### config.mk
export PLATFORM = sky130hd
export DESIGN_NAME = logic_cell_carry_select
export DESIGN_NICKNAME = d
export VERILOG_FILES = /design/src/design/logic_cell_pkg.sv /design/src/design/logic_cell_carry_select.sv
export VERILOG_INCLUDE_DIRS = /design/src /design/src/design
export SDC_FILE = /design/constraint.sdc
export NUM_CORES = 1
export LEC_CHECK = 0
export BUFFER_PORTS_ARGS = -buffer_cell sky130_fd_sc_hd__buf_4
export CAP_MARGIN = 25
export CORE_AREA = 2 2 207 209
export DETAILED_ROUTE_END_ITERATION = 12
export DIE_AREA = 0 0 209 211
export GPL_TIMING_DRIVEN = 0
export SLEW_MARGIN = 20
export SYNTH_ARGS = -nofsm -noshare
export SYNTH_HDL_FRONTEND = slang
export SYNTH_SLANG_ARGS = --single-unit
export TNS_END_PERCENT = 100
### constraint.sdc
create_clock -name pclk -period 9.55 [get_ports pclk]
set_input_delay 0.955 -clock pclk [delete_from_list [all_inputs] [get_ports pclk]]
set_output_delay 0.955 -clock pclk [all_outputs]
set_load 0.02 [all_outputs]
### src/design/logic_cell_defines.svh
// offsets, field positions, reset values and counts for the logic cluster
// assumes 32-bit apb data, one aligned word per register
`ifndef LOGIC_CELL_DEFINES_SVH
`define LOGIC_CELL_DEFINES_SVH

`define APB_ADDR_W 12
`define CELL_CFG_BASE 12'h000
`define STATUS_OFFSET 12'h040
`define CFG_LUT_LSB 0
`define CFG_LUT_W 16
`define CFG_ARITH_BIT 16
`define CFG_CARRY_LUT_BIT 17
`define CFG_LUT_CHAIN_BIT 18
`define CFG_CLK_SEL_BIT 19
`define CFG_CLR_SEL_BIT 20
`define CFG_PRESET_BIT 21
`define CFG_REG_SRC_LSB 22
`define CFG_CHAIN_START_BIT 24
`define CFG_CHAIN_END_BIT 25
`define CFG_WR_MASK 32'h03ff_ffff
`define CFG_RESET 32'h0000_0000
`define STATUS_CARRY_BIT 16
`define CLUSTER_CELLS 10
`define CARRY_SECTION 5
`define MAX_CELLS 16

`endif

### src/design/logic_cell_pkg.sv
// types used by the logic cluster
// assumes the defines header supplies every number
package logic_cell_pkg;

    typedef enum logic [1:0] {
        REG_SRC_TABLE = 2'h0,
        REG_SRC_CHAIN = 2'h1,
        REG_SRC_DIRECT = 2'h2
    } reg_src_t;

    typedef enum logic {
        MODE_GENERAL = 1'h0,
        MODE_ARITH = 1'h1
    } cell_mode_t;

endpackage : logic_cell_pkg

### src/design/logic_cell_carry_select.sv
// a cluster of logic cells with carry-select chains and per-cell registers
// assumes apb master on pclk; all cluster and cell inputs synchronous to pclk
//
// What this block does
// [RULE1] each cell runs general or arithmetic mode, steering its eight inputs
// [RULE2] cluster signals give clock, enable, clears, preset/load, sync clear, sync load
// [RULE3] add/subtract acts in arithmetic mode; general mode only at chain end
// [RULE4] general mode: four inputs feed a 4-input table; one input carry or fourth
// [RULE5] general mode: table output passes on the lookup chain to the next cell
// [RULE6] asynchronous load value comes from the fourth data input
// [RULE7] register and table may serve unrelated functions on separate outputs
// [RULE8] arithmetic mode: two sum tables and two carry tables from first two inputs
// [RULE9] cluster carry-in picks a chain; its level picks the precomputed sum
// [RULE10] zero chain carry picks zero carry-out, one chain carry picks one carry-out
// [RULE11] arithmetic mode gives both registered and unregistered sum
// [RULE12] counter enable and up/down come from data inputs, act at clock edge
// [RULE13] sync clear and sync load act on all cluster registers together
// [RULE14] add/subtract drives carry input of the first chain cell only
// [RULE15] a carry chain may start at any cell
// [RULE16] chain select regenerated at fifth and tenth cells; final carry routed out
// [RULE17] chains continue across clusters by linking carry-out to next carry-in
// [RULE18] preset is an asynchronous load of one, no inversion
// [RULE19] clear wins over preset/load when both are asserted
// [RULE20] at most two async clears and one async preset per cluster
// [RULE21] optional active-low device-wide clear resets all, overrides everything
// [RULE22] subtraction inverts second operand and forces chain carry-in to one
// [RULE23] each cluster clock paired with its enable; enable low stops that clock
// [RULE24] register updates on selected clock edge only while paired enable is high
`timescale 1ns/1ps
`include "logic_cell_defines.svh"

module logic_cell_carry_select #(
    parameter int CELLS = `CLUSTER_CELLS,
    parameter int SECTION = `CARRY_SECTION,
    parameter bit DEV_CLEAR_EN = 1'b1
) (
    input wire logic pclk,
    input wire logic presetn,
    input wire logic psel,
    input wire logic penable,
    input wire logic pwrite,
    input wire logic [`APB_ADDR_W-1:0] paddr,
    input wire logic [31:0] pwdata,
    output logic [31:0] prdata,
    output logic pready,
    output logic pslverr,
    input wire logic [CELLS-1:0] data_a,
    input wire logic [CELLS-1:0] data_b,
    input wire logic [CELLS-1:0] data_c,
    input wire logic [CELLS-1:0] fourth_data_input,
    input wire logic cluster_carry_in,
    input wire logic zero_chain_carry_in,
    input wire logic one_chain_carry_in,
    input wire logic lut_chain_in,
    input wire logic reg_chain_in,
    input wire logic cluster_clock_a,
    input wire logic cluster_clock_b,
    input wire logic cluster_clock_enable_a,
    input wire logic cluster_clock_enable_b,
    input wire logic async_clear_a,
    input wire logic async_clear_b,
    input wire logic async_preset_load,
    input wire logic sync_clear,
    input wire logic sync_load,
    input wire logic add_sub,
    input wire logic device_wide_clear_n,
    output logic [CELLS-1:0] comb_out,
    output logic [CELLS-1:0] reg_out,
    output logic cluster_carry_out,
    output logic zero_chain_carry_out,
    output logic one_chain_carry_out,
    output logic lut_chain_out,
    output logic reg_chain_out
);

    generate
        if (CELLS < 1 || CELLS > `MAX_CELLS || SECTION < 1 || (CELLS % SECTION) != 0) begin : g_bad_size
            $error("cell count must be 1..16 and a multiple of the section length");
        end
    endgenerate

    function automatic logic table4(input logic [15:0] mask, input logic [3:0] sel);
        table4 = mask[sel];
    endfunction : table4

    // carry table pair: generate when chain carry low, propagate when high
    function automatic logic carry_pick(input logic cin, input logic a, input logic b);
        carry_pick = cin ? (a | b) : (a & b);
    endfunction : carry_pick

    // configuration and register state
    logic [31:0] cfg_q [CELLS];
    logic [CELLS-1:0] reg_q;
    logic [CELLS-1:0] reg_d;
    logic clk_a_q;
    logic clk_b_q;

    // chain evaluation
    logic [CELLS-1:0] comb_v;
    logic [CELLS-1:0] sub_eff;
    logic c0;
    logic c1;
    logic sel;
    logic cin_sel;
    logic beff;
    logic lut_prev;
    logic ta;
    logic tb;
    logic td;
    logic dval;
    logic carry_sel_v;

    // cluster clock edges with paired enables, sampled on pclk
    wire logic edge_a = cluster_clock_a & ~clk_a_q;
    wire logic edge_b = cluster_clock_b & ~clk_b_q;
    wire logic tick_a = edge_a & cluster_clock_enable_a; // see [RULE23]
    wire logic tick_b = edge_b & cluster_clock_enable_b; // see [RULE23]
    wire logic dev_clear = DEV_CLEAR_EN & ~device_wide_clear_n;

    // apb decode
    wire logic [3:0] cell_idx = paddr[5:2];
    wire logic cell_hit = (paddr[`APB_ADDR_W-1:6] == '0) && (paddr[1:0] == 2'h0) && (32'(cell_idx) < CELLS);
    wire logic stat_hit = (paddr == `STATUS_OFFSET);
    wire logic apb_access = psel & penable & ~pready;
    wire logic apb_done = psel & penable & pready;
    wire logic cfg_wr = apb_done & pwrite & cell_hit;
    wire logic [31:0] status_w = 32'(reg_q) | (32'(cluster_carry_out) << `STATUS_CARRY_BIT);
    wire logic [31:0] rd_w = cell_hit ? cfg_q[cell_idx] : (stat_hit ? status_w : 32'h0);

    always_comb begin
        c0 = zero_chain_carry_in;
        c1 = one_chain_carry_in;
        sel = cluster_carry_in;
        lut_prev = lut_chain_in;
        cin_sel = 1'b0;
        beff = 1'b0;
        ta = 1'b0;
        tb = 1'b0;
        td = 1'b0;
        dval = 1'b0;
        comb_v = '0;
        sub_eff = '0;
        reg_d = reg_q;
        for (int i = 0; i < CELLS; i++) begin
            // chain select regenerated at each section boundary
            if (i != 0 && (i % SECTION) == 0) begin
                sel = sel ? c1 : c0; // see [RULE16]
                c0 = 1'b0;
                c1 = 1'b1;
            end
            // arithmetic: up/down flips the operand sense together with add/subtract
            if (cfg_q[i][`CFG_ARITH_BIT]) begin
                sub_eff[i] = add_sub ^ ~fourth_data_input[i]; // see [RULE3] see [RULE12]
            end else begin
                sub_eff[i] = add_sub & cfg_q[i][`CFG_CHAIN_END_BIT]; // see [RULE3]
            end
            if (cfg_q[i][`CFG_CHAIN_START_BIT]) begin
                c0 = sub_eff[i]; // see [RULE14] see [RULE15] see [RULE22]
                c1 = sub_eff[i];
            end
            cin_sel = sel ? c1 : c0; // see [RULE9]
            beff = data_b[i] ^ sub_eff[i]; // see [RULE22]
            if (cfg_q[i][`CFG_ARITH_BIT]) begin // see [RULE1]
                // two sum tables precomputed, chain level chooses one
                comb_v[i] = cin_sel ? ~(data_a[i] ^ beff) : (data_a[i] ^ beff); // see [RULE8] see [RULE9]
                dval = comb_v[i]; // see [RULE11]
            end else begin
                ta = cfg_q[i][`CFG_LUT_CHAIN_BIT] ? lut_prev : data_a[i]; // see [RULE5]
                tb = beff;
                td = cfg_q[i][`CFG_CARRY_LUT_BIT] ? cin_sel : fourth_data_input[i]; // see [RULE4]
                comb_v[i] = table4(cfg_q[i][`CFG_LUT_LSB +: `CFG_LUT_W], {td, data_c[i], tb, ta}); // see [RULE4]
                case (logic_cell_pkg::reg_src_t'(cfg_q[i][`CFG_REG_SRC_LSB +: 2]))
                    logic_cell_pkg::REG_SRC_CHAIN: dval = (i == 0) ? reg_chain_in : reg_q[(i == 0) ? 0 : i - 1];
                    logic_cell_pkg::REG_SRC_DIRECT: dval = data_c[i]; // see [RULE7]
                    default: dval = comb_v[i];
                endcase
            end
            // carry tables from first two inputs, each chain selects its own
            c0 = carry_pick(c0, data_a[i], beff); // see [RULE8] see [RULE10]
            c1 = carry_pick(c1, data_a[i], beff); // see [RULE10]
            lut_prev = comb_v[i];
            // register priority: device clear, async clear, async load, clocked
            if (dev_clear) begin
                reg_d[i] = 1'b0; // see [RULE21]
            end else if (cfg_q[i][`CFG_CLR_SEL_BIT] ? async_clear_b : async_clear_a) begin
                reg_d[i] = 1'b0; // see [RULE19] see [RULE20] see [RULE2]
            end else if (async_preset_load) begin
                reg_d[i] = cfg_q[i][`CFG_PRESET_BIT] ? 1'b1 : fourth_data_input[i]; // see [RULE6] see [RULE18]
            end else if (cfg_q[i][`CFG_CLK_SEL_BIT] ? tick_b : tick_a) begin // see [RULE24] see [RULE2]
                if (sync_clear) begin
                    reg_d[i] = 1'b0; // see [RULE13]
                end else if (sync_load) begin
                    reg_d[i] = fourth_data_input[i]; // see [RULE13]
                end else if (!cfg_q[i][`CFG_ARITH_BIT] || data_c[i]) begin
                    reg_d[i] = dval; // see [RULE12]
                end
            end
        end
        carry_sel_v = sel ? c1 : c0; // see [RULE16]
    end

    // clock samples for edge detection; async reset to constants only
    always_ff @(posedge pclk or negedge presetn) begin
        if (!presetn) begin
            clk_a_q <= 1'b0;
            clk_b_q <= 1'b0;
        end else begin
            clk_a_q <= cluster_clock_a;
            clk_b_q <= cluster_clock_b;
        end
    end

    always_ff @(posedge pclk or negedge presetn) begin
        if (!presetn) begin
            reg_q <= '0;
        end else begin
            reg_q <= reg_d;
        end
    end

    // combinational results leave through one flop stage
    always_ff @(posedge pclk or negedge presetn) begin
        if (!presetn) begin
            comb_out <= '0;
            reg_out <= '0;
            cluster_carry_out <= 1'b0;
            zero_chain_carry_out <= 1'b0;
            one_chain_carry_out <= 1'b0;
            lut_chain_out <= 1'b0;
            reg_chain_out <= 1'b0;
        end else begin
            comb_out <= comb_v; // see [RULE7] see [RULE11]
            reg_out <= reg_d;
            cluster_carry_out <= carry_sel_v; // see [RULE17]
            zero_chain_carry_out <= c0;
            one_chain_carry_out <= c1;
            lut_chain_out <= comb_v[CELLS-1]; // see [RULE5]
            reg_chain_out <= reg_d[CELLS-1];
        end
    end

    // apb: one wait cycle, then pready; write lands on the pready edge
    always_ff @(posedge pclk or negedge presetn) begin
        if (!presetn) begin
            pready <= 1'b0;
            pslverr <= 1'b0;
            prdata <= 32'h0;
        end else begin
            pready <= apb_access;
            pslverr <= apb_access & ~cell_hit & ~stat_hit;
            prdata <= (apb_access && !pwrite) ? rd_w : 32'h0;
        end
    end

    always_ff @(posedge pclk or negedge presetn) begin
        if (!presetn) begin
            for (int i = 0; i < CELLS; i++) begin
                cfg_q[i] <= `CFG_RESET;
            end
        end else if (cfg_wr) begin
            cfg_q[cell_idx] <= pwdata & `CFG_WR_MASK;
        end
    end

endmodule : logic_cell_carry_select

# Word level (Yosys, flattened, before mapping)
# Index checks and enable logic that the tools add are counted.
# W data, S select, Z words.
[word_totals] reg_bits=380 in_bits=105 wordCells=470
[classes] magnitude_cmp=13 eq_ne=41 mux=251 bitwise=98 reduce_logical=37
[ops] op="$bwmux W320" count=1
[ops] op="$mux W1" count=222
[ops] op="$mux W32" count=5
[ops] op="$bmux W32 S4" count=1
[ops] op="$demux W32 S4" count=1
[ops] op="$ne A6 B4 Y1 const B" count=10
[ops] op="$lt A4 B5 Y1 const B" count=10
[ops] op="$bmux W1 S4" count=10
[ops] op="$ne A4 B2 Y1 const B" count=10
[ops] op="$and A1 B1 Y1" count=31
[ops] op="$xor A1 B1 Y1" count=30
[ops] op="$not A1 Y1" count=25
[ops] op="$eq A2 B1 Y1 const B" count=10
[ops] op="$eq A2 B2 Y1 const B" count=10
[ops] op="$pmux W1 S2" count=10
[ops] op="$reduce_and A2 Y1" count=10
[ops] op="$mux W17" count=1
[ops] op="$or A10 B17 Y17" count=1
[ops] op="$eq A12 B7 Y1 const B" count=1
[ops] op="$logic_not A1 Y1" count=11
[ops] op="$logic_or A1 B1 Y1" count=10
[ops] op="$or A1 B1 Y1" count=10
[ops] op="$logic_not A6 Y1" count=1
[ops] op="$ge A5 B5 Y1 const B" count=1
[ops] op="other kinds (5)" count=8

# Logic depth before layout (Yosys ltp)
[depth] depth_word=53 ltp_mapped=35 mapped_depth_nobuf=33

# Worst setup path after synthesis
# OpenSTA, ideal clock, no wires.
[synth_path] path_type="input -> register" from="input port add_sub" to="register reg_out[9]" setup_time_ps=127 arrival_time_ps=8494 required_time_ps=9423 setup_slack_ps=929 stages=35 path_buffers=2 path_cell_list="buf_4 and3b_1 a211o_1 and2_4 inv_1 ha_1 nand2_1 o32a_1 a31o_4 mux2i_1 and3_1 a2111oi_1 o21a_1 a311oi_2 nor4b_2 nor2_4 mux2i_1 mux2_4 a41oi_2 mux2i_1 or3_1 mux2i_1 or3_1 buf_2 mux2i_1 nand4_1 and3_1 a211o_1 nor4_2 o31a_4 mux2_4 o311ai_2 o211ai_1 a311oi_1 o21ai_1"
[synth_between] elab_chain_len=52 elab_cells_between_ends=194 classes_between="126 x mux; 68 x bitwise"
[synth_lines] element="start, declared" line_no="logic_cell_carry_select.sv:65" text="input wire logic add_sub,"
[synth_lines] element="$and A1 B1 Y1 / $xor A1 B1 Y1 (equally long branches)" line_no="logic_cell_carry_select.sv:155, logic_cell_carry_select.sv:153"
[synth_lines] element="$mux W1" line_no="logic_cell_carry_select.sv:152" text="if (cfg_q[i][`CFG_ARITH_BIT]) begin"
[synth_lines] element="$mux W1" line_no="logic_cell_carry_select.sv:157" text="if (cfg_q[i][`CFG_CHAIN_START_BIT]) begin"
[synth_lines] element="$mux W1" line_no="logic_cell_carry_select.sv:161" text="cin_sel = sel ? c1 : c0;"
[synth_lines] element="$mux W1" line_no="logic_cell_carry_select.sv:170" text="td = cfg_q[i][`CFG_CARRY_LUT_BIT] ? cin_sel : fourth_data_input[i];"
[synth_lines] element="$bmux W1 S4" line_no="logic_cell_carry_select.sv:83" text="table4 = mask[sel];"
[synth_lines] element="$mux W1 (implied by the code)" line_no="logic_cell_carry_select.sv:83"
[synth_lines] element="$mux W1" line_no="logic_cell_carry_select.sv:163" text="if (cfg_q[i][`CFG_ARITH_BIT]) begin"
[synth_lines] element="(+32 left out)"
[synth_lines] element="named net comb_v[8]" line_no="logic_cell_carry_select.sv:99" text="logic [CELLS-1:0] comb_v;"
[synth_lines] element="(+4 left out)"
[synth_lines] element="$mux W1 *" line_no="logic_cell_carry_select.sv:163"
[synth_lines] element="$mux W1 *" line_no="logic_cell_carry_select.sv:194" text="end else if (!cfg_q[i][`CFG_ARITH_BIT] || data_c[i]) begin"
[synth_lines] element="$mux W1 *" line_no="logic_cell_carry_select.sv:192" text="end else if (sync_load) begin"
[synth_lines] element="$mux W1 *" line_no="logic_cell_carry_select.sv:190" text="if (sync_clear) begin"
[synth_lines] element="$mux W1 *" line_no="logic_cell_carry_select.sv:189" text="end else if (cfg_q[i][`CFG_CLK_SEL_BIT] ? tick_b : tick_a) begin"
[synth_lines] element="$mux W1 *" line_no="logic_cell_carry_select.sv:187" text="end else if (async_preset_load) begin"
[synth_lines] element="$mux W1 *" line_no="logic_cell_carry_select.sv:185" text="end else if (cfg_q[i][`CFG_CLR_SEL_BIT] ? async_clear_b : async_clear_a) begin"
[synth_lines] element="$mux W1 *" line_no="logic_cell_carry_select.sv:183" text="if (dev_clear) begin"
[synth_lines] element="end signal, assigned" line_no="logic_cell_carry_select.sv:233" text="reg_out <= reg_d;"
[synth_lines] element="end, declared" line_no="logic_cell_carry_select.sv:68" text="output logic [CELLS-1:0] reg_out,"
# Mark *: on every way through the listed nets, which the timed path passes. The rest lies on a longest branch. The select of a mux whose other input is x is not followed.
# A chain may end at the register's enable or synchronous reset.

# Final worst setup path
[layout_path] from="input port add_sub" to="register reg_out[9]"
[layout_between] elab_chain_len=52 elab_cells_between_ends=194 classes_between="126 x mux; 68 x bitwise"
[layout_lines] element="$and A1 B1 Y1 / $xor A1 B1 Y1 (equally long branches)" line_no="logic_cell_carry_select.sv:155, logic_cell_carry_select.sv:153"
[layout_lines] element="$mux W1" line_no="logic_cell_carry_select.sv:152"
[layout_lines] element="$mux W1" line_no="logic_cell_carry_select.sv:157"
[layout_lines] element="$mux W1" line_no="logic_cell_carry_select.sv:161"
[layout_lines] element="$mux W1" line_no="logic_cell_carry_select.sv:170"
[layout_lines] element="$bmux W1 S4" line_no="logic_cell_carry_select.sv:83"
[layout_lines] element="$mux W1 (implied by the code)" line_no="logic_cell_carry_select.sv:83"
[layout_lines] element="$mux W1" line_no="logic_cell_carry_select.sv:163"
[layout_lines] element="(+4 left out)"
[layout_lines] element="named net comb_v[1]" line_no="logic_cell_carry_select.sv:99"
[layout_lines] element="(+28 left out)"
[layout_lines] element="named net comb_v[8]" line_no="logic_cell_carry_select.sv:99"
[layout_lines] element="(+4 left out)"
[layout_lines] element="$mux W1 *" line_no="logic_cell_carry_select.sv:163"
[layout_lines] element="$mux W1 *" line_no="logic_cell_carry_select.sv:194"
[layout_lines] element="$mux W1 *" line_no="logic_cell_carry_select.sv:192"
[layout_lines] element="$mux W1 *" line_no="logic_cell_carry_select.sv:190"
[layout_lines] element="$mux W1 *" line_no="logic_cell_carry_select.sv:189"
[layout_lines] element="$mux W1 *" line_no="logic_cell_carry_select.sv:187"
[layout_lines] element="$mux W1 *" line_no="logic_cell_carry_select.sv:185"
[layout_lines] element="$mux W1 *" line_no="logic_cell_carry_select.sv:183"
# Marked as above.

==> impl_metrics.csv <==
group,metric,value,unit
synth,syn_area,18700,um^2
clocking,numCtsBuffers,37,
sta,slew_violations,0,
sta,final.setup.tns,0,ns
critical_path,cp.required,9.97,ns
clocking,clockRootBuffer,"clkbuf_16",
critical_path,critPathLaunchType,"input port",
synth,yosysUniqueCellTypes,84,
clocking,hold_buffers,0,
die,dieArea,44100,um^2
routing,drt-total-wl,65.9,mm
sta,period_share,97.5,%
die,rows,75,
layout,drive_above_1_share,32.9,%
sta,slew_headroom,29.2,%
synth,yosys_warnings,0,
routing,wire_per_inst,27.3,um
placed_design,portBuffers,138,
clocking,cts_tree,"done",
status,outcome,"completed",
die,core,41800,um^2
clocking,clk_pin_slew,0.06,ns
layout,area_delta_synth_final,18.7,%
synth,syn_avg_cell_area,11.3,um^2
layout,regArea,7830,um^2
die,io_pins,164,
critical_path,critPathMaxFanout,10,
global_routing,grt_max_degree,92,
routing,via_per_inst,6.17,
critical_path,arrival,9.73,ns
sta,hold_viol,0,
sta,holdWs,0.362,ns
placed_design,hpwl,51.2,mm
synth,syn_inst,1649,
sta,rsz0062_at_grt,"no",
clocking,clock_tree.buffer_depth,3,
clocking,numClockSinks,313,
global_routing,grt_pass1_wl,96.4,mm
synth,yosys_register_bits,313,
layout,multi_input_area,10400,um^2
critical_path,slowest_delay,0.55,ns
critical_path,critical_path_class,"in -> reg",
synth,synthFlopType,"dfrtp_1",
routing,drc_errors,0,
critical_path,slowest_stage,"mux4_2",
sta,finClkSkew,0.0193,ns
synth,synth_edf_count,0,
sta,max_freq,107,MHz
die,die_w,209,um
sta,min_period,9.31,ns
layout,fin_nets,1999,
placed_design,gp_congestion,0.982,
routing,drt-pass1-iter-count,5,
synth,ys_seq_area_share,41.9,%
die,initial_core_util,44.7,%
synth,postSynth.asyncResetShare,100,%
critical_path,crit_path_end_kind,"flip-flop",
critical_path,reg2reg_depth,34,
clocking,clock_latency,0.55,ns
placed_design,dpl_cell_area,20500,um^2
layout,fillers,3613,
routing,vias,14907,
die,fp.dieH,211,um
global_routing,track_usage,30.0,%
power_and_ir_drop,p_leak,10.3,nW
global_routing,grt.overflow.total,0,
hold_path,worstHoldPathType,"in -> async",
job,maxCapViolCount,0,
layout,stdcell_area,22200,um^2
global_routing,grt_antenna_before_repair,2,
routing,first_iter_violations,1651,
sta,worst_pin_slew,1.06,ns
clocking,cts-htree-levels,2,
global_routing,grt_pass1_vias,14549,
routing,antenna_left,0,
power_and_ir_drop,ir_drop,110,uV
sta,setup_viol,0,
power_and_ir_drop,power.density,148,nW/um^2
==> path summary, 6_finish.rpt <==
path	from	to	slack, ns
setup / recovery	add_sub	reg_out[9]$_DFFE_PN0P_	0.24
hold / removal	presetn	cfg_q[261]$_DFFE_PN0P_	0.36
setup reg to reg	cfg_q[304]$_DFFE_PN0P_	reg_out[9]$_DFFE_PN0P_	0.29
hold reg to reg	cfg_q[256]$_DFFE_PN0P_	cfg_q[256]$_DFFE_PN0P_	0.53
max in group asynchronous	presetn	cfg_q[86]$_DFFE_PN0P_	7.87
min in group pclk	cluster_clock_a	clk_a_q$_DFF_PN0_	0.52
==> layer usage <==
layer	wire [um]	track usage, %
met5	11	0
met4	2490	12.2
met3	5340	5.50
met2	29900	46.3
met1	28200	41.8
==> placed cells by master, fill, tap and decap left out, drive strengths merged, types with 5 or more instances in the layout <==
cell type and instances:
a31oi 7, nor2b 5, ha 40, nand2 145
o22ai 28, mux2i 137, nor3 15, mux4 67
mux2 258, conb 6, and2 21, xor2 15
o211ai 7, a21oi 59, dfrtp 313, a211o 6
nand2b 11, clkbuf 126, o21a 9, nand3 16
a32oi 10, a211oi 5, o31ai 10, nand4 9
and3 10, a221oi 10, buf 189, xnor2 7
o221a 15, o21ai 94, inv 74, or3 5
nor2 80
==> cell type report <==
class / count / area share, %
tap: 539 / 3.04
antenna: 1 / 0.0113
timing repair buffer: 161 / 5.84
clock buffer: 57 / 5.25
inverter: 74 / 1.25
buffer: 97 / 1.86
clock inverter: 6 / 0.491
sequential: 313 / 35.3
multi-input combinational: 1170 / 46.9
==> Yosys cell counts (20+ instances only) <==
library cell,count,area [um^2]
a21oi_1,59,295
and2_1,20,125
clkbuf_1,67,251
dfrtp_1,313,7830
ha_1,40,500
inv_1,73,274
mux2_2,255,2870
mux2i_1,136,1360
mux4_2,66,1490
nand2_1,144,541
nor2_1,79,297
o21ai_0,91,455
o22ai_1,28,175
==> report_power, final <==
group          leakage, nW  switching [mW]  internal [mW]
Combinational         5.49           0.277          0.164
Clock                0.629           0.582          0.915
Sequential            4.18          0.0109           1.34
Total                 10.3           0.870           2.42
==> repair_timing <==
item                       4_1_cts  5_1_grt
pin swaps                        1       11
setup endpoints to repair        3        3
resized for setup               11       25
setup buffers                    0       13
==> flip-flops by register name, summed over array words and instances (netlist names) <==
register              flops
cfg_q                   260
prdata                   26
comb_out                 10
reg_out                  10
clk_a_q                   1
clk_b_q                   1
cluster_carry_out         1
one_chain_carry_out       1
pready                    1
pslverr                   1
zero_chain_carry_out      1
==> kinds of logic (layout without fill, tap and decap cells) <==
family / count (synthesis) / in the layout / share of synthesized area (%)
buf+inv: 171 / 395 / 3.67
mux: 462 / 462 / 31.1
simple gates: 336 / 336 / 8.27
xor+xnor: 22 / 22 / 1.07
flops: 313 / 313 / 41.9
fa+ha+maj: 40 / 40 / 2.68
compound gates: 304 / 304 / 11.3
other cells: 1 / 7 / 0.0201
==> per-stage QoR <==
| step | total power [mW] | worst slack [ns] | instances | util (%) |
|---|---|---|---|---|
| floorplan | 1.59 | 0.929 | 1654 | - |
| global route | 3.39 | 0.0177 | 2417 | 53.1 |
| detailed placement | 1.79 | -0.988 | 2338 | 49.2 |
| finish | 3.29 | 0.242 | 2418 | 53.1 |
| global placement | 1.78 | -0.953 | 2331 | 48.9 |
| CTS | 3.28 | 0.0555 | 2401 | 52.4 |
==> critical path: cells and delay by family <==
family,cells,cell delay [ns]
buffers and inverters,4,0.59
AO/OA/AOI/OAI,12,3.10
adder cells (fa/ha/maj),1,0.13
multiplexers,8,2.41
AND/OR/NAND/NOR,11,2.55
No activity file was read; power rests on OpenSTA's default activity.
